===== src/hw/pcs_pkg.sv =====
package pcs_pkg;
  // configuration dword offsets
  localparam logic [7:0]  PCS_OFF_SELFTEST_HDR_LAT = 8'h0c;
  localparam logic [7:0]  PCS_OFF_MEM_WINDOW_BASE  = 8'h10;
  // selftest_header_latency fields
  localparam int          PCS_BIT_CAPABLE          = 31;
  localparam int          PCS_BIT_START            = 30;
  localparam int          PCS_BIT_ERR_INTQ         = 26;
  localparam int          PCS_BIT_ERR_TXQ          = 25;
  localparam int          PCS_BIT_ERR_RXQ          = 24;
  localparam int          PCS_HDR_LSB              = 16;
  localparam logic [7:0]  PCS_HEADER_TYPE          = 8'h80;
  localparam int          PCS_LAT_LSB              = 11;
  localparam int          PCS_LAT_W                = 5;
  localparam logic [4:0]  PCS_LAT_RESET            = 5'h00;
  // memory_window_base fields
  localparam int          PCS_BASE_LSB             = 20;
  localparam int          PCS_BASE_W               = 12;
  localparam logic [11:0] PCS_BASE_RESET           = 12'h000;
  // self test memories
  localparam int          PCS_NUM_QUEUES           = 3;
  localparam int          PCS_Q_AW                 = 4;
  localparam int          PCS_Q_DW                 = 32;
  localparam logic [31:0] PCS_PAT_A                = 32'h5555aaaa;
  localparam logic [31:0] PCS_PAT_B                = 32'haaaa5555;
  // host-side limit for self test completion
  localparam int          PCS_SELFTEST_LIMIT_S     = 2;

  typedef enum logic [4:0] {
    PCS_ST_IDLE = 5'b00001,
    PCS_ST_WR   = 5'b00010,
    PCS_ST_RD   = 5'b00100,
    PCS_ST_CMP  = 5'b01000,
    PCS_ST_DONE = 5'b10000
  } pcs_state_e;
endpackage : pcs_pkg


===== src/hw/pcs_cfg_bank.sv =====
// Behaviour
// - bit 31 of dword 0Ch always reads one: self test supported.
// - writing one to start_self_test (bit 30) launches the queue memory test.
// - start_self_test stays set while testing, clears itself when finished.
// - bit 26 reports an interrupt queue memory fault after the test.
// - bit 25 reports a transmit queue memory fault after the test.
// - bit 24 reports a receive queue memory fault after the test.
// - header type bits 23:16 always read 80h.
// - latency timer bits 15:11 writable, bits 10:8 read zero.
// - master releases bus after latency count once grant is removed.
// - claim memory cycles matching base bits 31:20 when nonzero and enabled.
// - unimplemented window locations read zero, writes have no effect.
// - base bits 19:4 read zero and ignore writes: 1 MB aligned window.
// - base bit 3 reads zero: not prefetchable.
// - base bits 2:1 read zero: anywhere in 32-bit space.
// - base bit 0 reads zero: memory space base.
// - memory space enable gates the window decode.
`timescale 1ns/10ps
module pcs_cfg_bank
  import pcs_pkg::*;
(
  // clock and reset
  input  wire logic        clock_in,
  input  wire logic        resetn_in,
  // configuration access
  input  wire logic        cfg_rd_in,
  input  wire logic        cfg_wr_in,
  input  wire logic [7:0]  cfg_addr_in,
  input  wire logic [3:0]  cfg_be_in,
  input  wire logic [31:0] cfg_wdata_in,
  output logic      [31:0] cfg_rdata_out,
  // command register link
  input  wire logic        mem_space_en_in,
  // memory cycle decode
  input  wire logic        mem_cycle_in,
  input  wire logic        mem_write_in,
  input  wire logic [31:0] mem_addr_in,
  input  wire logic        mem_impl_in,
  input  wire logic [31:0] mem_local_rdata_in,
  output logic             mem_claim_out,
  output logic             mem_local_we_out,
  output logic      [31:0] mem_rdata_out,
  // bus master tenure
  input  wire logic        master_frame_start_in,
  input  wire logic        master_gnt_in,
  output logic             master_release_out,
  // self test status
  output logic             self_test_busy_out
);
  pcs_state_e                  state_r;
  pcs_state_e                  state_nxt;
  logic                        start_r;
  logic                        start_nxt;
  logic [PCS_NUM_QUEUES-1:0]   err_r;
  logic [PCS_NUM_QUEUES-1:0]   err_nxt;
  logic [PCS_Q_AW-1:0]         addr_r;
  logic [PCS_Q_AW-1:0]         addr_nxt;
  logic                        pass_r;
  logic                        pass_nxt;
  logic [PCS_LAT_W-1:0]        lat_r;
  logic [PCS_LAT_W-1:0]        lat_nxt;
  logic [PCS_BASE_W-1:0]       base_r;
  logic [PCS_BASE_W-1:0]       base_nxt;
  logic [31:0]                 rdata_nxt;
  logic                        claim_nxt;
  logic                        we_nxt;
  logic [31:0]                 mrdata_nxt;
  logic                        ram_we;
  logic [PCS_Q_DW-1:0]         pattern;
  logic [PCS_Q_DW-1:0]         ram_rdata [0:PCS_NUM_QUEUES-1];
  logic                        wr_dw3;
  logic                        wr_dw4;
  logic                        hit;

  assign wr_dw3  = cfg_wr_in && (cfg_addr_in == PCS_OFF_SELFTEST_HDR_LAT);
  assign wr_dw4  = cfg_wr_in && (cfg_addr_in == PCS_OFF_MEM_WINDOW_BASE);
  assign pattern = (pass_r ? PCS_PAT_B : PCS_PAT_A) ^ {{(PCS_Q_DW-PCS_Q_AW){1'b0}}, addr_r};
  assign ram_we  = (state_r == PCS_ST_WR);

  // queue memories under test: 0 receive, 1 transmit, 2 interrupt
  genvar g;
  generate
    for (g = 0; g < PCS_NUM_QUEUES; g++) begin : g_queue
      pcs_queue_ram u_ram (
        .clock_in  (clock_in),
        .we_in     (ram_we),
        .addr_in   (addr_r),
        .wdata_in  (pattern),
        .rdata_out (ram_rdata[g])
      );
    end
  endgenerate

  // self test sequencer
  always_comb begin
    state_nxt = state_r;
    start_nxt = start_r;
    err_nxt   = err_r;
    addr_nxt  = addr_r;
    pass_nxt  = pass_r;
    case (state_r)
      PCS_ST_IDLE: begin
        if (wr_dw3 && cfg_be_in[3] && cfg_wdata_in[PCS_BIT_START]) begin
          start_nxt = 1'b1;
          err_nxt   = '0;
          addr_nxt  = '0;
          pass_nxt  = 1'b0;
          state_nxt = PCS_ST_WR;
        end
      end
      PCS_ST_WR: begin
        addr_nxt = addr_r + 4'h1;
        if (addr_r == {PCS_Q_AW{1'b1}}) begin
          state_nxt = PCS_ST_RD;
        end
      end
      PCS_ST_RD: begin
        state_nxt = PCS_ST_CMP;
      end
      PCS_ST_CMP: begin
        for (int i = 0; i < PCS_NUM_QUEUES; i++) begin
          if (ram_rdata[i] != pattern) begin
            err_nxt[i] = 1'b1;
          end
        end
        addr_nxt = addr_r + 4'h1;
        if (addr_r != {PCS_Q_AW{1'b1}}) begin
          state_nxt = PCS_ST_RD;
        end else if (!pass_r) begin
          pass_nxt  = 1'b1;
          state_nxt = PCS_ST_WR;
        end else begin
          state_nxt = PCS_ST_DONE;
        end
      end
      PCS_ST_DONE: begin
        start_nxt = 1'b0;
        state_nxt = PCS_ST_IDLE;
      end
      default: begin
        state_nxt = PCS_ST_IDLE;
        start_nxt = 1'b0;
      end
    endcase
  end

  // writable fields
  always_comb begin
    lat_nxt  = lat_r;
    base_nxt = base_r;
    if (wr_dw3 && cfg_be_in[1]) begin
      lat_nxt = cfg_wdata_in[PCS_LAT_LSB +: PCS_LAT_W];
    end
    if (wr_dw4 && cfg_be_in[3]) begin
      base_nxt[11:4] = cfg_wdata_in[31:24];
    end
    if (wr_dw4 && cfg_be_in[2]) begin
      base_nxt[3:0] = cfg_wdata_in[23:20];
    end
  end

  // configuration read data
  always_comb begin
    rdata_nxt = 32'h00000000;
    if (cfg_rd_in && (cfg_addr_in == PCS_OFF_SELFTEST_HDR_LAT)) begin
      rdata_nxt[PCS_BIT_CAPABLE]                 = 1'b1;
      rdata_nxt[PCS_BIT_START]                   = start_r;
      rdata_nxt[PCS_BIT_ERR_INTQ]                = err_r[2];
      rdata_nxt[PCS_BIT_ERR_TXQ]                 = err_r[1];
      rdata_nxt[PCS_BIT_ERR_RXQ]                 = err_r[0];
      rdata_nxt[PCS_HDR_LSB +: 8]                = PCS_HEADER_TYPE;
      rdata_nxt[PCS_LAT_LSB +: PCS_LAT_W]        = lat_r;
    end else if (cfg_rd_in && (cfg_addr_in == PCS_OFF_MEM_WINDOW_BASE)) begin
      rdata_nxt[PCS_BASE_LSB +: PCS_BASE_W]      = base_r;
    end
  end

  // memory window decode
  assign hit = mem_cycle_in && mem_space_en_in && (base_r != '0)
               && (mem_addr_in[31:20] == base_r);

  always_comb begin
    claim_nxt  = hit;
    we_nxt     = hit && mem_write_in && mem_impl_in;
    mrdata_nxt = 32'h00000000;
    if (hit && !mem_write_in && mem_impl_in) begin
      mrdata_nxt = mem_local_rdata_in;
    end
  end

  always_ff @(posedge clock_in or negedge resetn_in) begin
    if (!resetn_in) begin
      state_r            <= PCS_ST_IDLE;
      start_r            <= 1'b0;
      err_r              <= '0;
      addr_r             <= '0;
      pass_r             <= 1'b0;
      lat_r              <= PCS_LAT_RESET;
      base_r             <= PCS_BASE_RESET;
      cfg_rdata_out      <= 32'h00000000;
      mem_claim_out      <= 1'b0;
      mem_local_we_out   <= 1'b0;
      mem_rdata_out      <= 32'h00000000;
      self_test_busy_out <= 1'b0;
    end else begin
      state_r            <= state_nxt;
      start_r            <= start_nxt;
      err_r              <= err_nxt;
      addr_r             <= addr_nxt;
      pass_r             <= pass_nxt;
      lat_r              <= lat_nxt;
      base_r             <= base_nxt;
      cfg_rdata_out      <= rdata_nxt;
      mem_claim_out      <= claim_nxt;
      mem_local_we_out   <= we_nxt;
      mem_rdata_out      <= mrdata_nxt;
      self_test_busy_out <= start_nxt;
    end
  end

  // bus tenure limit
  pcs_latency_timer u_lat (
    .clock_in       (clock_in),
    .resetn_in      (resetn_in),
    .frame_start_in (master_frame_start_in),
    .gnt_in         (master_gnt_in),
    .lat_value_in   ({lat_r, 3'b000}),
    .release_out    (master_release_out)
  );
endmodule : pcs_cfg_bank


===== src/hw/pcs_latency_timer.sv =====
`timescale 1ns/10ps
module pcs_latency_timer
  import pcs_pkg::*;
(
  // clock and reset
  input  wire logic       clock_in,
  input  wire logic       resetn_in,
  // master tenure
  input  wire logic       frame_start_in,
  input  wire logic       gnt_in,
  input  wire logic [7:0] lat_value_in,
  output logic            release_out
);
  logic [7:0] count_r;
  logic [7:0] count_nxt;
  logic       active_r;
  logic       active_nxt;
  logic       release_nxt;

  // counts clocks from frame start, releases once expired and grant gone
  always_comb begin
    count_nxt   = count_r;
    active_nxt  = active_r;
    release_nxt = 1'b0;
    if (frame_start_in) begin
      count_nxt  = lat_value_in;
      active_nxt = 1'b1;
    end else if (active_r) begin
      if (count_r != 8'h00) begin
        count_nxt = count_r - 8'h01;
      end else if (!gnt_in) begin
        release_nxt = 1'b1;
        active_nxt  = 1'b0;
      end
    end
  end

  always_ff @(posedge clock_in or negedge resetn_in) begin
    if (!resetn_in) begin
      count_r     <= 8'h00;
      active_r    <= 1'b0;
      release_out <= 1'b0;
    end else begin
      count_r     <= count_nxt;
      active_r    <= active_nxt;
      release_out <= release_nxt;
    end
  end
endmodule : pcs_latency_timer


===== src/hw/pcs_queue_ram.sv =====
`timescale 1ns/10ps
module pcs_queue_ram
  import pcs_pkg::*;
(
  // clock
  input  wire logic                clock_in,
  // access
  input  wire logic                we_in,
  input  wire logic [PCS_Q_AW-1:0] addr_in,
  input  wire logic [PCS_Q_DW-1:0] wdata_in,
  output logic      [PCS_Q_DW-1:0] rdata_out
);
  logic [PCS_Q_DW-1:0] mem_r [0:(1<<PCS_Q_AW)-1];

  always_ff @(posedge clock_in) begin
    if (we_in) begin
      mem_r[addr_in] <= wdata_in;
    end
    rdata_out <= mem_r[addr_in];
  end
endmodule : pcs_queue_ram


===== config.mk =====
export PLATFORM = sky130hd
export DESIGN_NAME = pcs_cfg_bank
export DESIGN_NICKNAME = d
export VERILOG_FILES = /design/src/hw/pcs_pkg.sv /design/src/hw/pcs_cfg_bank.sv /design/src/hw/pcs_latency_timer.sv /design/src/hw/pcs_queue_ram.sv
export SDC_FILE = /design/constraint.sdc
export NUM_CORES = 1
export LEC_CHECK = 0
export ABC_AREA = 1
export BUFFER_PORTS_ARGS = -buffer_cell sky130_fd_sc_hd__buf_2
export CELL_PAD_IN_SITES_DETAIL_PLACEMENT = 1
export CELL_PAD_IN_SITES_GLOBAL_PLACEMENT = 1
export CORE_MARGIN = 3
export CORE_UTILIZATION = 41
export DETAILED_ROUTE_END_ITERATION = 10
export GPL_ROUTABILITY_DRIVEN = 0
export GPL_TIMING_DRIVEN = 1
export HOLD_SLACK_MARGIN = 0.1
export PLACE_DENSITY = 0.89
export SETUP_SLACK_MARGIN = 0.5
export SYNTH_ARGS = -nofsm -noshare
export SYNTH_HDL_FRONTEND = slang
export SYNTH_SLANG_ARGS = --single-unit

===== constraint.sdc =====
create_clock -name clock_in -period 2.5 [get_ports clock_in]
set_input_delay 0.5 -clock clock_in [delete_from_list [all_inputs] [get_ports clock_in]]
set_output_delay 0.5 -clock clock_in [all_outputs]
set_load 0.05 [all_outputs]

; ---- After elaboration in Yosys (flattened, before gate mapping)
; Memory sizes are Yosys's and may differ from the RTL's. A register that Yosys moved wholly into a read port is not among the register bits.
; Cells that the tools add are included.
[word_totals]
register_bits = 96
latchBits = 0
mem_bits_rw = 1536
mem_bits_ro = 0
input_bits = 118
output_inout_bits = 68
elab_cells = 112
memories = 3
[op_classes]
add_sub_neg = 2
multipliers = 0
div = 0
magnitude_cmp = 0
eq_ne = 18
n_shift = 0
n_mux = 37
bitwise = 2
reduce_logical = 33
[memory_table]
columns = name, depth, word_bits, rd, rd_clocked_by_memory_dff, write_ports, line
row1 = g_queue[0].u_ram.mem_r, 16, 32, 1, 1, 1, pcs_queue_ram.sv:13  ; logic [PCS_Q_DW-1:0] mem_r [0:(1<<PCS_Q_AW)-1];
row2 = g_queue[1].u_ram.mem_r, 16, 32, 1, 1, 1, pcs_queue_ram.sv:13
row3 = g_queue[2].u_ram.mem_r, 16, 32, 1, 1, 1, pcs_queue_ram.sv:13
[op_table]
columns = cell, n
row1 = inequality test 32 bit, 3
row2 = 2-to-1 mux 32 bit, 2
row3 = XOR 32 x 4 -> 32 bit, 1
row4 = 2-to-1 mux 5 bit, 5
row5 = 2-to-1 mux 8 bit, 3
row6 = case mux 5 bit (4 select lines), 1
row7 = logical AND 1 bit, 16
row8 = 2-to-1 mux 1 bit, 16
row9 = equality test 12 bit, 1
row10 = 2-to-1 mux 12 bit, 1
row11 = inequality test 2 bit (second input constant), 6
row12 = AND reduction 3 bit, 4
row13 = nonzero test 12 bit, 1
row14 = equality test 8 x 4 -> 1 bit (second input constant), 1
row15 = equality test 8 x 5 -> 1 bit (second input constant), 1
row16 = case mux 4 bit (2 select lines), 1
row17 = AND reduction 2 bit, 4
row18 = nonzero test 2 bit, 4
row19 = nonzero test 8 bit, 1
row20 = subtractor 8 x 1 -> 8 bit (second input constant), 1
row21 = 2-to-1 mux 7 bit, 1
row22 = 2-to-1 mux 3 bit, 2
row23 = case mux 3 bit (2 select lines), 1
row24 = equality test 5 x 1 -> 1 bit (second input constant), 1
row25 = 13 further kinds, 14

; ---- Longest topological paths before layout
; Gate-level depths: netlist (run 1).
[depth]
word_depth = 6
ltp_mapped = 11

; ---- Modules after synthesis
; From an unflattened synthesis (run 1), not the netlist that was laid out.
[hier_totals]
cells_unflattened = 7086
area_unflattened_um2 = 72010.3
[by_module_without_submodules]
columns = mod, n_inst, cells_per_inst, area_per_inst_um2, seq_area_each_um2
row1 = pcs_queue_ram, 3, 2113, 22213.8, 16015.4
row2 = pcs_cfg_bank, 1, 654, 4648.2, 2053.2
row3 = pcs_latency_timer, 1, 93, 720.7, 250.2

; ---- Worst setup path before layout (run 1)
; Ideal clock, no wire load.
[synth_timing]
path_type = reg2reg
start = register addr_r[0]
end = memory g_queue[1].u_ram.mem_r[12][0] (enable)
setup_ps = 350
arrival_time_ps = 1486
required_ps = 2150
slack_ps = 664
path_stages_with_launch = 7
synth_period_minus_slack_ps = 1836
cell_sequence = dfrtp_1 > buf_2 > clkinv_1 > clkbuf_1 > ha_1 > nand2_1 > nor2_1
[synth_lines]
columns = element, line
row1 = from (decl), pcs_cfg_bank.sv:56  ; logic [PCS_Q_AW-1:0] addr_r;
row2 = from (signal assigned), pcs_cfg_bank.sv:209  ; addr_r <= addr_nxt;
row3 = to (decl), pcs_queue_ram.sv:13
; No word-level cell before the write port.

; ---- Worst setup path in the final report (run 1)
[layout_timing]
start = register state_r[4]
end = memory g_queue[1].u_ram.mem_r[6][29] (enable)
[layout_via]
elab_chain_len = 3
[layout_rtl]
columns = element, line
row1 = from (decl), pcs_cfg_bank.sv:50  ; pcs_state_e state_r;
row2 = from (signal assigned), pcs_cfg_bank.sv:206  ; state_r <= state_nxt;
row3 = equality test 5 x 2 -> 1 bit, pcs_cfg_bank.sv:78  ; assign ram_we = (state_r == PCS_ST_WR);
row4 = 2-to-1 mux 1 bit, pcs_queue_ram.sv:16  ; if (we_in) begin
row5 = 2-to-1 mux 1 bit (not written as such), pcs_queue_ram.sv:17  ; mem_r[addr_in] <= wdata_in;
; No other way between the ends.

==> results of run 1 <==
## stage by stage
| step | instance area [um^2] | hold WS [ns] | utilization [%] | worst slack, ns | std cells |
|---|---|---|---|---|---|
| after floorplan | 8200 | 0.204 | - | 0.664 | 806 |
| after global placement | 9170 | 0.467 | 48.1 | 0.383 | 1188 |
| after detailed placement | 9170 | 0.486 | 48.1 | 0.266 | 1188 |
| after CTS | 9850 | 0.232 | 51.6 | 0.524 | 1222 |
| after global routing | 9860 | 0.240 | 51.7 | 0.517 | 1222 |
| final | 9860 | 0.249 | 51.7 | 0.644 | 1222 |
## cells by family (layout without fill, tap and decap cells)
group	after synthesis	after routing	synth area share, %
buffers and inverters	145	300	7.79
AND/OR/NAND/NOR	320	321	17.6
AO/OA/AOI/OAI	117	117	7.88
other	1	15	0.0461
flip-flops	192	192	64.6
XOR/XNOR	11	11	1.18
adder cells (fa/ha/maj)	6	6	0.922
## path summary, 6_finish.rpt
| check | start | endpoint | depth (start not counted) |
|---|---|---|---|
| worst max-delay path | state_r[4] | g_queue[1].u_ram.mem_r[6][29] | 6 |
| worst min-delay path | master_gnt_in | u_lat.release_out | 2 |
| worst max register to register | state_r[4] | g_queue[1].u_ram.mem_r[6][29] | 6 |
| worst min register to register | err_r[0] | err_r[0] | 2 |
| max in group asynchronous | resetn_in | addr_r[1] | 3 |
| min in group asynchronous | resetn_in | mem_rdata_out[28] | 2 |
## cell usage in the layout, fill, tap and decap left out, types with 2 or more instances in the layout
| master | instances |
|---|---|
| sky130_fd_sc_hd__bufinv_16 | 3 |
| sky130_fd_sc_hd__dfxtp_1 | 6 |
| sky130_fd_sc_hd__a21oi_1 | 8 |
| sky130_fd_sc_hd__dfrtp_1 | 88 |
| sky130_fd_sc_hd__clkbuf_16 | 17 |
| sky130_fd_sc_hd__edfxtp_1 | 96 |
| sky130_fd_sc_hd__inv_6 | 2 |
| sky130_fd_sc_hd__nor4_1 | 2 |
| sky130_fd_sc_hd__inv_8 | 3 |
| sky130_fd_sc_hd__nor2_1 | 100 |
| sky130_fd_sc_hd__o21ai_1 | 6 |
| sky130_fd_sc_hd__nand4_4 | 2 |
| sky130_fd_sc_hd__o22ai_1 | 25 |
| sky130_fd_sc_hd__o21ai_0 | 69 |
| sky130_fd_sc_hd__nor2_2 | 37 |
| sky130_fd_sc_hd__nand4_1 | 12 |
| sky130_fd_sc_hd__o211ai_1 | 5 |
| sky130_fd_sc_hd__nand3_1 | 13 |
| sky130_fd_sc_hd__clkinv_8 | 2 |
| sky130_fd_sc_hd__xor2_1 | 10 |
| sky130_fd_sc_hd__nor2_4 | 4 |
| sky130_fd_sc_hd__conb_1 | 15 |
| sky130_fd_sc_hd__nor3_1 | 8 |
| sky130_fd_sc_hd__inv_1 | 104 |
| sky130_fd_sc_hd__buf_4 | 27 |
| sky130_fd_sc_hd__clkinvlp_4 | 2 |
| sky130_fd_sc_hd__or2_2 | 2 |
| sky130_fd_sc_hd__nand2_1 | 133 |
| sky130_fd_sc_hd__clkinv_1 | 3 |
| sky130_fd_sc_hd__ha_1 | 6 |
| sky130_fd_sc_hd__buf_2 | 133 |
## per-layer routing
metal	vias to the layer above	part of all wire, %	global-route usage (%)
met5	-	0	0
met2	189	53	39.5
met4	0	2.5	6.90
met1	3070	38	24.2
li1	2867	-	-
met3	44	6.7	6.79
## what timing repair did
action	CTS	global route
cloned	1	0
setup buffers	0	0
hold buffers	1	0
hold endpoints to repair	34	0
gates resized for setup	7	3
setup endpoints to repair	65	45
## state kept, by name (all words and copies together) (netlist names)
signal and count:
g_queue.u_ram.mem_r 96, mem_rdata_out 32, cfg_rdata_out 17, base_r 12
u_lat.count_r 8, g_queue.u_ram.rdata_out 6, lat_r 5, state_r 5
addr_r 4, err_r 1, mem_claim_out 1, mem_local_we_out 1
pass_r 1, start_r 1, u_lat.active_r 1, u_lat.release_out 1
## critical path: cells and delay by family, from the launching register on
kind	cells	cell delay [ns]
buf+inv	2	0.29
flops	1	0.41
simple gates	4	0.87
## cell type report
cell class | count | area, um^2
fillers | 2101 | 9220
well taps | 260 | 325
multi-input cells | 470 | 2350
inverters | 106 | 398
clock inverters | 15 | 205
clock buffers | 17 | 425
repair buffers | 162 | 898
flip-flops and latches | 192 | 5260
## power by group through the flow
| stage | Sequential (uW) | Combinational (uW) | Clock [uW] |
|---|---|---|---|
| 2_1_floorplan | 3610 | 989 | 0 |
| 3_3_place_gp | 3650 | 1400 | 0 |
| 3_5_place_dp | 3660 | 1490 | 0 |
| 4_1_cts | 3600 | 1520 | 2940 |
| 5_1_grt | 3610 | 1690 | 3080 |
| 6_report | 3600 | 1520 | 2890 |
==> summary.log, run 1 <==
qor: outcome.outcome complete, no violations
qor: cts.cts_max_level 4
qor: critical_path.startpoint_type flip-flop
qor: yosys.synth_ff_type sky130_fd_sc_hd__edfxtp_1
qor: yosys.syn_avg_cell_area 10.3 um^2
qor: hold_path.holdCritPathClass in -> reg
qor: die.die_width 147 um
qor: yosys.synth.ff_latch_count 192
qor: sta.setup-violations-final 0
qor: sta.min_period_over_period 74.2%
qor: yosys.ys_seq_area_share 64.6%
qor: finish.areaGrowthSynthToFinish 21.1%
qor: yosys.post_synth_most_frequent_cells sky130_fd_sc_hd__nand2_1 (133), sky130_fd_sc_hd__nor2_1 (107), sky130_fd_sc_hd__inv_1 (104), sky130_fd_sc_hd__edfxtp_1 (96), sky130_fd_sc_hd__dfrtp_1 (89)
qor: sta.worst_slew_margin_rel 55.6%
qor: power.p_leak 0.00458 uW
qor: detailed_routing.antenna_violating_nets_post_route 0
qor: yosys.largest_cells_by_area_after_synthesis sky130_fd_sc_hd__edfxtp_1 (35%), sky130_fd_sc_hd__dfrtp_1 (27%), sky130_fd_sc_hd__nand2_1 (6.1%)
qor: detailed_routing.drt_iter0_drc 399
qor: sta.final_max_slew_viol_count 0
qor: die.floorplan_die_area 21600 um^2
qor: sta.clock_skew 0.00804 ns
qor: place.post_detailed_placement_half_perimeter_wirelength 15900 um
qor: power.p_sw 2430 uW
qor: power.clock_power_share 36.1%
qor: place.port_buffers 134
qor: yosys.mappedNetlistArea 8140 um^2
qor: cts.cts_buffers 17
qor: detailed_routing.drc 0
qor: die.rows 50
qor: grt.overflow 0
qor: finish.antenna_cells 0
qor: finish.design.final.nets 1073
qor: yosys.dominant_cell_by_count_in_the_synthesized_netlist sky130_fd_sc_hd__nand2_1
qor: yosys.synthesis.instances 792
qor: grt.first_global_vias 6711
qor: finish.final_layout_size_suffix_gt1_share 25.5%
qor: grt.wire_length_of_the_first_global_routing_pass 36200 um
qor: cts.clock_path_buffers 2
qor: critical_path.worst_path_largest_cell_delay 0.41 ns
qor: critical_path.setup.worst_path.end_class flip-flop
qor: detailed_routing.postRouteWirelength 23000 um
qor: detailed_routing.detailed_routing_iteration_count_for_the_pre_antenna_repair_pass 4
qor: die.ios 186
qor: flow_run.drv.max_cap_violation_count 0
qor: yosys.post_synth_edffs 96
qor: sta.tightest_slew 0.661 ns
qor: power.sequentialPowerShare 45.0%
qor: critical_path.critical_path_required 2.65 ns
qor: power.comb_power_share 18.9%
qor: critical_path.regToRegSetupSlack 0.64 ns
qor: detailed_routing.dr_total_vias 6170
qor: power.cellPowerDensity 812 nW/um^2
qor: power.switching_fraction 30.3%
qor: grt.grt_antenna_before_repair 0
qor: sta.post-route-min-period 1.86 ns
qor: cts.worstSkewPairLatency 0.44 ns
qor: yosys.synth.lib_cells_used.distinct 44
qor: critical_path.critical_path_arrival 2.01 ns
qor: power.ir_drop 0.610 mV
qor: sta.fmax 539 MHz
qor: power.internal_power 5580 uW
qor: power.finalPower 8010 uW
qor: cts.cts.sinks 192
qor: critical_path.worstPathCellList inv_1, nand3_1, nor2_4, nand2_1, nor2_2, buf_4
qor: cts.clock-root-buffer sky130_fd_sc_hd__clkbuf_16
qor: die.placeableCoreArea 19100 um^2
qor: grt.grt_util_all_layers 21.7%
qor: yosys.yosysTopAreaCellShare 35.4%
qor: yosys.count_of_yosys_warnings_during_synthesis 0
qor: detailed_routing.vias_per_cell 5.05
qor: detailed_routing.drt-wirelength-per-cell 18.9 um
qor: sta.final_hold_viol_count 0
qor: grt.grt_start_max_net_pins 37
qor: sta.final.setup.tns 0 ns
qor: critical_path.crit_path_max_fanout 8
qor: critical_path.cpMaxStageDelayCell sky130_fd_sc_hd__dfrtp_1
qor: yosys.yosysTopAreaCell sky130_fd_sc_hd__edfxtp_1
qor: die.initial_standard_cell_utilization_of_the_core 42.7%
qor: yosys.synth_async_sr_flop_share 46.9%
qor: critical_path.setup.worst_path.class reg -> reg
qor: cts.tritoncts_clock_tree yes
qor: sta.rsz_0062_raised_after_global_routing false
qor: die.dieHeight 147 um
qor: cts.clk_pin_slew 0.07 ns
Note: power is estimated with default switching activity, not from simulation.
==> inputs of run 2 (changes only) <==
Clock period 2.5 ns to 1.9 ns, I/O delays scaled along.
==> summary.log, run 2 (same netlist as run 1, synthesis figures left out) <==
qor: outcome.outcome finished, violations left [was complete, no violations]
qor: outcome.violations setup timing
qor: finish.multi_input_area 3210 um^2 [was 2350 um^2]
qor: detailed_routing.detail_route.wirelength.met1 13000 um [was 8660 um]
qor: sta.min_period_over_period 107% [was 74.2%]
qor: cts.tritoncts_clock_tree yes [unchanged]
qor: place.post_detailed_placement_half_perimeter_wirelength 17400 um [was 15900 um]
qor: detailed_routing.dr_total_vias 7623 [was 6170]
qor: finish.final_util 62.3% [was 51.7%]
qor: detailed_routing.drt-wirelength-per-cell 30.5 um [was 18.9 um]
qor: cts.clk_pin_slew 0.10 ns [was 0.07 ns]
qor: grt.wire_length_of_the_first_global_routing_pass 48700 um [was 36200 um]
qor: flow_run.drv.max_cap_violation_count 0 [unchanged]
qor: power.switching_fraction 36.6% [was 30.3%]
qor: cts.cts.sinks 192 [unchanged]
qor: power.p_leak 0.00513 uW [was 0.00458 uW]
qor: sta.finalHoldWorstSlack 0.128 ns [was 0.249 ns]
qor: die.dieHeight 147 um [unchanged]
qor: hold_path.holdCritPathClass in -> reg [unchanged]
qor: critical_path.setup.worst_path.end_class flip-flop [unchanged]
qor: finish.registers.top_by_ff_count g_queue.u_ram.mem_r [unchanged]
qor: critical_path.regToRegSetupSlack -0.14 ns [was 0.64 ns]
qor: sta.final_hold_viol_count 0 [unchanged]
qor: critical_path.worstReg2RegStart base_r[6] [was state_r[4]]
qor: sta.post-route-min-period 2.04 ns [was 1.86 ns]
qor: critical_path.setup.worst_path.class reg -> reg [unchanged]
qor: die.initial_standard_cell_utilization_of_the_core 42.7% [unchanged]
qor: critical_path.critical_path_required 2.29 ns [was 2.65 ns]
qor: critical_path.rr_endpoint mem_rdata_out[1] [was g_queue[1].u_ram.mem_r[6][29]]
qor: finish.largestRegisters g_queue.u_ram.mem_r (96), mem_rdata_out (32), cfg_rdata_out (17) [unchanged]
qor: sta.setup-violations-final 28 [was 0]
qor: die.placeableCoreArea 19100 um^2 [unchanged]
qor: hold_path.timing.hold.worst_path_depth 3 [was 2]
qor: finish.fillerInstances 1952 [was 2101]
qor: detailed_routing.wl_met2 19800 um [was 12300 um]
qor: sta.fmax 490 MHz [was 539 MHz]
qor: power.p_sw 4530 uW [was 2430 uW]
qor: cts.worstSkewPairLatency 0.48 ns [was 0.44 ns]
qor: power.clock_power_share 31.1% [was 36.1%]
qor: finish.areaGrowthSynthToFinish 46.1% [was 21.1%]
qor: critical_path.critical_path_arrival 2.43 ns [was 2.01 ns]
qor: grt.overflow 0 [unchanged]
qor: power.sequentialPowerShare 38.9% [was 45.0%]
qor: finish.layout_common_cells sky130_fd_sc_hd__edfxtp_1 (96), sky130_fd_sc_hd__nand2_1 (89), sky130_fd_sc_hd__inv_1 (81) [was sky130_fd_sc_hd__nand2_1 (133), sky130_fd_sc_hd__buf_2 (133), sky130_fd_sc_hd__inv_1 (104)]
qor: detailed_routing.dr_wl_met3 3380 um [was 1550 um]
qor: detailed_routing.postRouteWirelength 39400 um [was 23000 um]
qor: place.placement.cell_area 9430 um^2 [was 9170 um^2]
qor: die.rows 50 [unchanged]
qor: die.die_width 147 um [unchanged]
qor: critical_path.startpoint_type flip-flop [unchanged]
qor: finish.final_layout_size_suffix_gt1_share 45.5% [was 25.5%]
qor: power.internal_power 7830 uW [was 5580 uW]
qor: sta.final.setup.tns -0.658 ns [was 0 ns]
qor: sta.finalWorstSetupSlack -0.141 ns [was 0.644 ns]
qor: detailed_routing.vias_per_cell 5.89 [was 5.05]
qor: finish.largest_register_ff_count 96 [unchanged]
qor: grt.first_global_vias 7863 [was 6711]
qor: power.ir_drop 0.785 mV [was 0.610 mV]
qor: place.port_buffers 134 [unchanged]
qor: sta.rsz_0062_raised_after_global_routing true [was false]
qor: critical_path.crit_path_max_fanout 8 [unchanged]
qor: grt.grt_util_all_layers 30.1% [was 21.7%]
qor: cts.clock-root-buffer sky130_fd_sc_hd__clkbuf_16 [unchanged]
qor: cts.cts_max_level 4 [unchanged]
qor: cts.cts_buffers 17 [unchanged]
qor: cts.clock_path_buffers 2 [unchanged]
qor: detailed_routing.drt_iter0_drc 772 [was 399]
qor: finish.final_common_cell sky130_fd_sc_hd__edfxtp_1
qor: finish.layout.area.seq 5270 um^2 [was 5260 um^2]
qor: sta.clock_skew 0.0200 ns [was 0.00804 ns]
qor: finish.design.final.nets 1144 [was 1073]
qor: hold_path.hold_start mem_local_rdata_in[12] [was master_gnt_in]
qor: power.cellPowerDensity 1040 nW/um^2 [was 812 nW/um^2]
qor: finish.final_design_area_no_fill 11900 um^2 [was 9860 um^2]
qor: die.ios 186 [unchanged]
qor: grt.grt_antenna_before_repair 1 [was 0]
qor: power.finalPower 12400 uW [was 8010 uW]
qor: critical_path.worstRegToRegCells 9 [was 6]
qor: detailed_routing.antenna_violating_nets_post_route 0 [unchanged]
qor: power.comb_power_share 30.0% [was 18.9%]
qor: detailed_routing.detailed_routing_iteration_count_for_the_pre_antenna_repair_pass 7 [was 4]
qor: hold_path.min_delay_worst_endpoint mem_rdata_out[12] [was u_lat.release_out]
qor: detailed_routing.top_layer met4 [unchanged]
qor: die.floorplan_die_area 21600 um^2 [unchanged]
qor: sta.final_max_slew_viol_count 0 [unchanged]
qor: grt.grt_start_max_net_pins 38 [was 37]
qor: detailed_routing.drc 0 [unchanged]
==> run 2: cell count changes in the layout (fill, tap and decap cells not counted), moves of 19 or more <==
cell / delta
sky130_fd_sc_hd__nand2_1: -44
sky130_fd_sc_hd__nor2_1: -36
sky130_fd_sc_hd__nor2_4: +49
sky130_fd_sc_hd__buf_6: +72
sky130_fd_sc_hd__buf_4: +33
sky130_fd_sc_hd__o21ai_0: -26
sky130_fd_sc_hd__inv_1: -23
sky130_fd_sc_hd__buf_2: -53
sky130_fd_sc_hd__inv_2: +19
sky130_fd_sc_hd__nand2_2: +33
==> run 2: layout make-up <==
class                   count  area share [%]
repair inverters            2           0.210
multi-input cells         469            27.0
inverters                 106            3.58
diodes                      1          0.0210
clock inverters            14            1.15
well taps                 260            2.73
repair buffers            232            17.2
flip-flops and latches    192            44.3
clock buffers              18            3.79
==> run 2: worst max-delay path, stage by stage, from the launching register on <==
cell and delay (ns):
sky130_fd_sc_hd__dfrtp_2 0.47, sky130_fd_sc_hd__inv_1 0.11, sky130_fd_sc_hd__nand2_1 0.07, sky130_fd_sc_hd__o21ai_1 0.16, sky130_fd_sc_hd__nor2_1 0.23, sky130_fd_sc_hd__nand2_2 0.12, sky130_fd_sc_hd__nor2_4 0.16, sky130_fd_sc_hd__nand4_4 0.20
sky130_fd_sc_hd__clkbuf_16 0.26, sky130_fd_sc_hd__nor2_4 0.18
==> run 2: routing by layer <==
| metal | vias up | track usage (%) |
|---|---|---|
| li1 | 3016 | - |
| met1 | 3779 | 33.0 |
| met2 | 610 | 54.0 |
| met3 | 218 | 7.50 |
| met4 | 0 | 15.8 |
| met5 | - | 0 |
==> run 2: repair_timing <==
item	4_1_cts	5_1_grt
endpoints found under the setup margin	240	254
pin swaps	27	57
gates cloned	1	5
resized for setup	186	162
hold buffers	2	0
buffers inserted	30	40
hold endpoints to repair	32	0
==> run 2: worst max path at each step <==
stage | slack [ns] | to | depth (start not counted) | from
floorplan | 0.32 | err_r[0] | 9 | pass_r
global placement | 0.15 | lat_r[3] | 8 | cfg_addr_in[7]
detailed placement | -0.05 | lat_r[4] | 8 | cfg_addr_in[7]
CTS | 0.27 | mem_rdata_out[0] | 11 | base_r[11]
global route | -0.11 | mem_rdata_out[1] | 9 | base_r[6]
finish | -0.14 | mem_rdata_out[1] | 9 | base_r[6]
==> run 2: power by group through the flow <==
stage          clock, uW  combinational (uW)  sequential, uW
2_1_floorplan          0                1550            4770
3_3_place_gp           0                2020            4800
3_5_place_dp           0                2170            4810
4_1_cts             3640                2640            4760
5_1_grt             3970                3860            4810
6_report            3840                3710            4800
==> run 2: through the flow <==
| step | instances | setup WS (ns) |
|---|---|---|
| final | 1294 | -0.141 |
| after global placement | 1183 | 0.152 |
| after CTS | 1248 | 0.274 |
| after detailed placement | 1183 | -0.0533 |
| after global routing | 1293 | -0.111 |
| after floorplan | 806 | 0.315 |
==> inputs of run 3 (changes only) <==
Settings changed: SETUP_SLACK_MARGIN 0.5 to not set, SKIP_CTS_REPAIR_TIMING set to 1.
==> summary.log, run 3 (same netlist as run 1, synthesis figures left out) <==
qor: outcome.outcome complete, no violations [was finished, violations left]
qor: cts.clk_pin_slew 0.09 ns [was 0.10 ns]
qor: critical_path.setup.worst_path.end_class flip-flop [unchanged]
qor: detailed_routing.antenna_violating_nets_post_route 0 [unchanged]
qor: grt.grt_util_all_layers 22.7% [was 30.1%]
qor: critical_path.regToRegSetupSlack 0.11 ns [was -0.14 ns]
qor: sta.final_hold_viol_count 0 [unchanged]
qor: critical_path.startpoint_type flip-flop [unchanged]
qor: grt.groute.layer.met3.usage 6.45% [was 7.50%]
qor: cts.worstSkewPairLatency 0.45 ns [was 0.48 ns]
qor: grt.wire_length_of_the_first_global_routing_pass 37700 um [was 48700 um]
qor: sta.fmax 560 MHz [was 490 MHz]
qor: sta.clock_skew 0.0159 ns [was 0.0200 ns]
qor: sta.min_period_over_period 94.1% [was 107%]
qor: critical_path.critical_path_required 2.25 ns [was 2.29 ns]
qor: finish.largestRegisters g_queue.u_ram.mem_r (96), mem_rdata_out (32), cfg_rdata_out (17) [unchanged]
qor: sta.tightest_slew 0.623 ns
qor: detailed_routing.vias_per_cell 5.06 [was 5.89]
qor: finish.registers.top_by_ff_count g_queue.u_ram.mem_r [unchanged]
qor: sta.rsz_0062_raised_after_global_routing false [was true]
qor: die.floorplan_die_area 21600 um^2 [unchanged]
qor: power.ir_drop 0.660 mV [was 0.785 mV]
qor: critical_path.worstReg2RegStart base_r[3] [was base_r[6]]
qor: flow_run.drv.max_cap_violation_count 0 [unchanged]
qor: cts.cts.sinks 192 [unchanged]
qor: grt.first_global_vias 6905 [was 7863]
qor: cts.tritoncts_clock_tree yes [unchanged]
qor: hold_path.timing.hold.worst_path_depth 3 [unchanged]
qor: place.post_detailed_placement_half_perimeter_wirelength 16300 um [was 17400 um]
qor: power.clock_power_share 34.9% [was 31.1%]
qor: sta.post-route-min-period 1.79 ns [was 2.04 ns]
qor: detailed_routing.drc 0 [unchanged]
qor: finish.final_layout_size_suffix_gt1_share 25.9% [was 45.5%]
qor: critical_path.worstRegToRegCells 9 [unchanged]
qor: detailed_routing.drt-wirelength-per-cell 19.6 um [was 30.5 um]
qor: power.p_leak 0.00464 uW [was 0.00513 uW]
qor: grt.overflow 0 [unchanged]
qor: detailed_routing.drt_iter0_drc 379 [was 772]
qor: finish.final_util 52.0% [was 62.3%]
qor: grt.grt.busiest_layer met2 [unchanged]
qor: detailed_routing.detailed_routing_iteration_count_for_the_pre_antenna_repair_pass 5 [was 7]
qor: die.placeableCoreArea 19100 um^2 [unchanged]
qor: sta.worst_slew_margin_rel 58.4%
qor: finish.design.final.nets 1086 [was 1144]
qor: hold_path.holdCritPathClass in -> reg [unchanged]
qor: finish.layout_common_cells sky130_fd_sc_hd__buf_2 (133), sky130_fd_sc_hd__nand2_1 (131), sky130_fd_sc_hd__nor2_1 (107) [was sky130_fd_sc_hd__edfxtp_1 (96), sky130_fd_sc_hd__nand2_1 (89), sky130_fd_sc_hd__inv_1 (81)]
qor: finish.final_design_area_no_fill 9920 um^2 [was 11900 um^2]
qor: grt.groute.layer.met2.usage 40.8% [was 54.0%]
qor: power.comb_power_share 20.0% [was 30.0%]
qor: detailed_routing.postRouteWirelength 24200 um [was 39400 um]
qor: power.switching_fraction 31.6% [was 36.6%]
qor: place.placement.cell_area 9300 um^2 [was 9430 um^2]
qor: cts.cts_buffers 17 [unchanged]
qor: die.die_width 147 um [unchanged]
qor: critical_path.critical_path_arrival 2.14 ns [was 2.43 ns]
qor: die.ios 186 [unchanged]
qor: die.dieHeight 147 um [unchanged]
qor: die.rows 50 [unchanged]
qor: power.cellPowerDensity 1050 nW/um^2 [was 1040 nW/um^2]
qor: power.sequentialPowerShare 45.1% [was 38.9%]
qor: finish.areaGrowthSynthToFinish 21.9% [was 46.1%]
qor: cts.clock_path_buffers 2 [unchanged]
qor: grt.globalRouteMet1Util 25.2% [was 33.0%]
qor: cts.cts_max_level 4 [unchanged]
qor: critical_path.setup.worst_path.class reg -> reg [unchanged]
qor: detailed_routing.dr_total_vias 6249 [was 7623]
qor: hold_path.hold_start mem_local_rdata_in[13] [was mem_local_rdata_in[12]]
qor: die.initial_standard_cell_utilization_of_the_core 42.7% [unchanged]
qor: finish.antenna_cells 0 [was 1]
qor: grt.grt_start_max_net_pins 44 [was 38]
qor: finish.final_common_cell sky130_fd_sc_hd__buf_2 [was sky130_fd_sc_hd__edfxtp_1]
qor: grt.grt_antenna_before_repair 0 [was 1]
qor: sta.final_max_slew_viol_count 0 [unchanged]
qor: power.p_sw 3300 uW [was 4530 uW]
qor: critical_path.crit_path_max_fanout 32 [was 8]
qor: cts.clock-root-buffer sky130_fd_sc_hd__clkbuf_16 [unchanged]
qor: power.internal_power 7140 uW [was 7830 uW]
qor: sta.setup-violations-final 0 [was 28]
qor: finish.largest_register_ff_count 96 [unchanged]
qor: place.port_buffers 134 [unchanged]
qor: critical_path.critPathLaunch base_r[3] [was base_r[6]]
-- run 3: cell types whose count changed in the layout (fill, tap and decap cells not counted), sizes merged --
cell	delta
clkbuf	-4
bufinv	+1
buf	-53
diode	-1
inv	-2
-- run 3: cell type report --
type,count,area (um^2)
clock buffer,17,425
sequential,192,5260
fill,2151,9160
tap,260,325
clock inverter,15,170
multi-input combinational,469,2310
timing repair buffer,176,1030
inverter,106,402
-- run 3: worst max-delay path, cell delays in order (launching register included) --
cell and delay, ns:
sky130_fd_sc_hd__dfrtp_1 0.42, sky130_fd_sc_hd__inv_1 0.12, sky130_fd_sc_hd__nand2_1 0.08, sky130_fd_sc_hd__nand2_1 0.07, sky130_fd_sc_hd__nor2_1 0.15, sky130_fd_sc_hd__nand2_1 0.12, sky130_fd_sc_hd__nor2_2 0.17, sky130_fd_sc_hd__nand4_4 0.13
sky130_fd_sc_hd__buf_12 0.20, sky130_fd_sc_hd__nor2_2 0.22
-- run 3: per-layer routing --
metal / wire [um] / vias up
met2: 12600 / 216
met5: 0 / -
met3: 1680 / 44
met1: 9010 / 3097
met4: 833 / 0
li1: - / 2892
-- run 3: power groups by stage --
stage | clock network [uW] | logic (uW) | registers, uW
floorplan | 0 | 1300 | 4750
global placement | 0 | 1890 | 4780
detailed placement | 0 | 2040 | 4790
CTS | 3710 | 2080 | 4710
global route | 3890 | 2320 | 4730
finish | 3640 | 2090 | 4710
-- run 3: final timing paths --
kind | to
min reg2reg | u_lat.active_r
min | mem_rdata_out[13]
max in group asynchronous | u_lat.active_r
max | mem_rdata_out[24]
min in group asynchronous | cfg_rdata_out[21]
max reg2reg | mem_rdata_out[24]
-- run 3: metrics by stage --
step / total power (uW) / hold slack, ns / cells / worst slack, ns / setup TNS [ns]
2_1_floorplan: 6050 / 0.0844 / 806 / 0.0645 / 0
3_3_place_gp: 6670 / 0.359 / 1201 / 0.179 / 0
3_5_place_dp: 6830 / 0.368 / 1201 / 0.0492 / 0
4_1_cts: 10500 / -0.110 / 1233 / -0.0232 / -0.0943
5_1_grt: 10900 / 0.132 / 1235 / 0.0156 / 0
6_report: 10400 / 0.148 / 1235 / 0.113 / 0
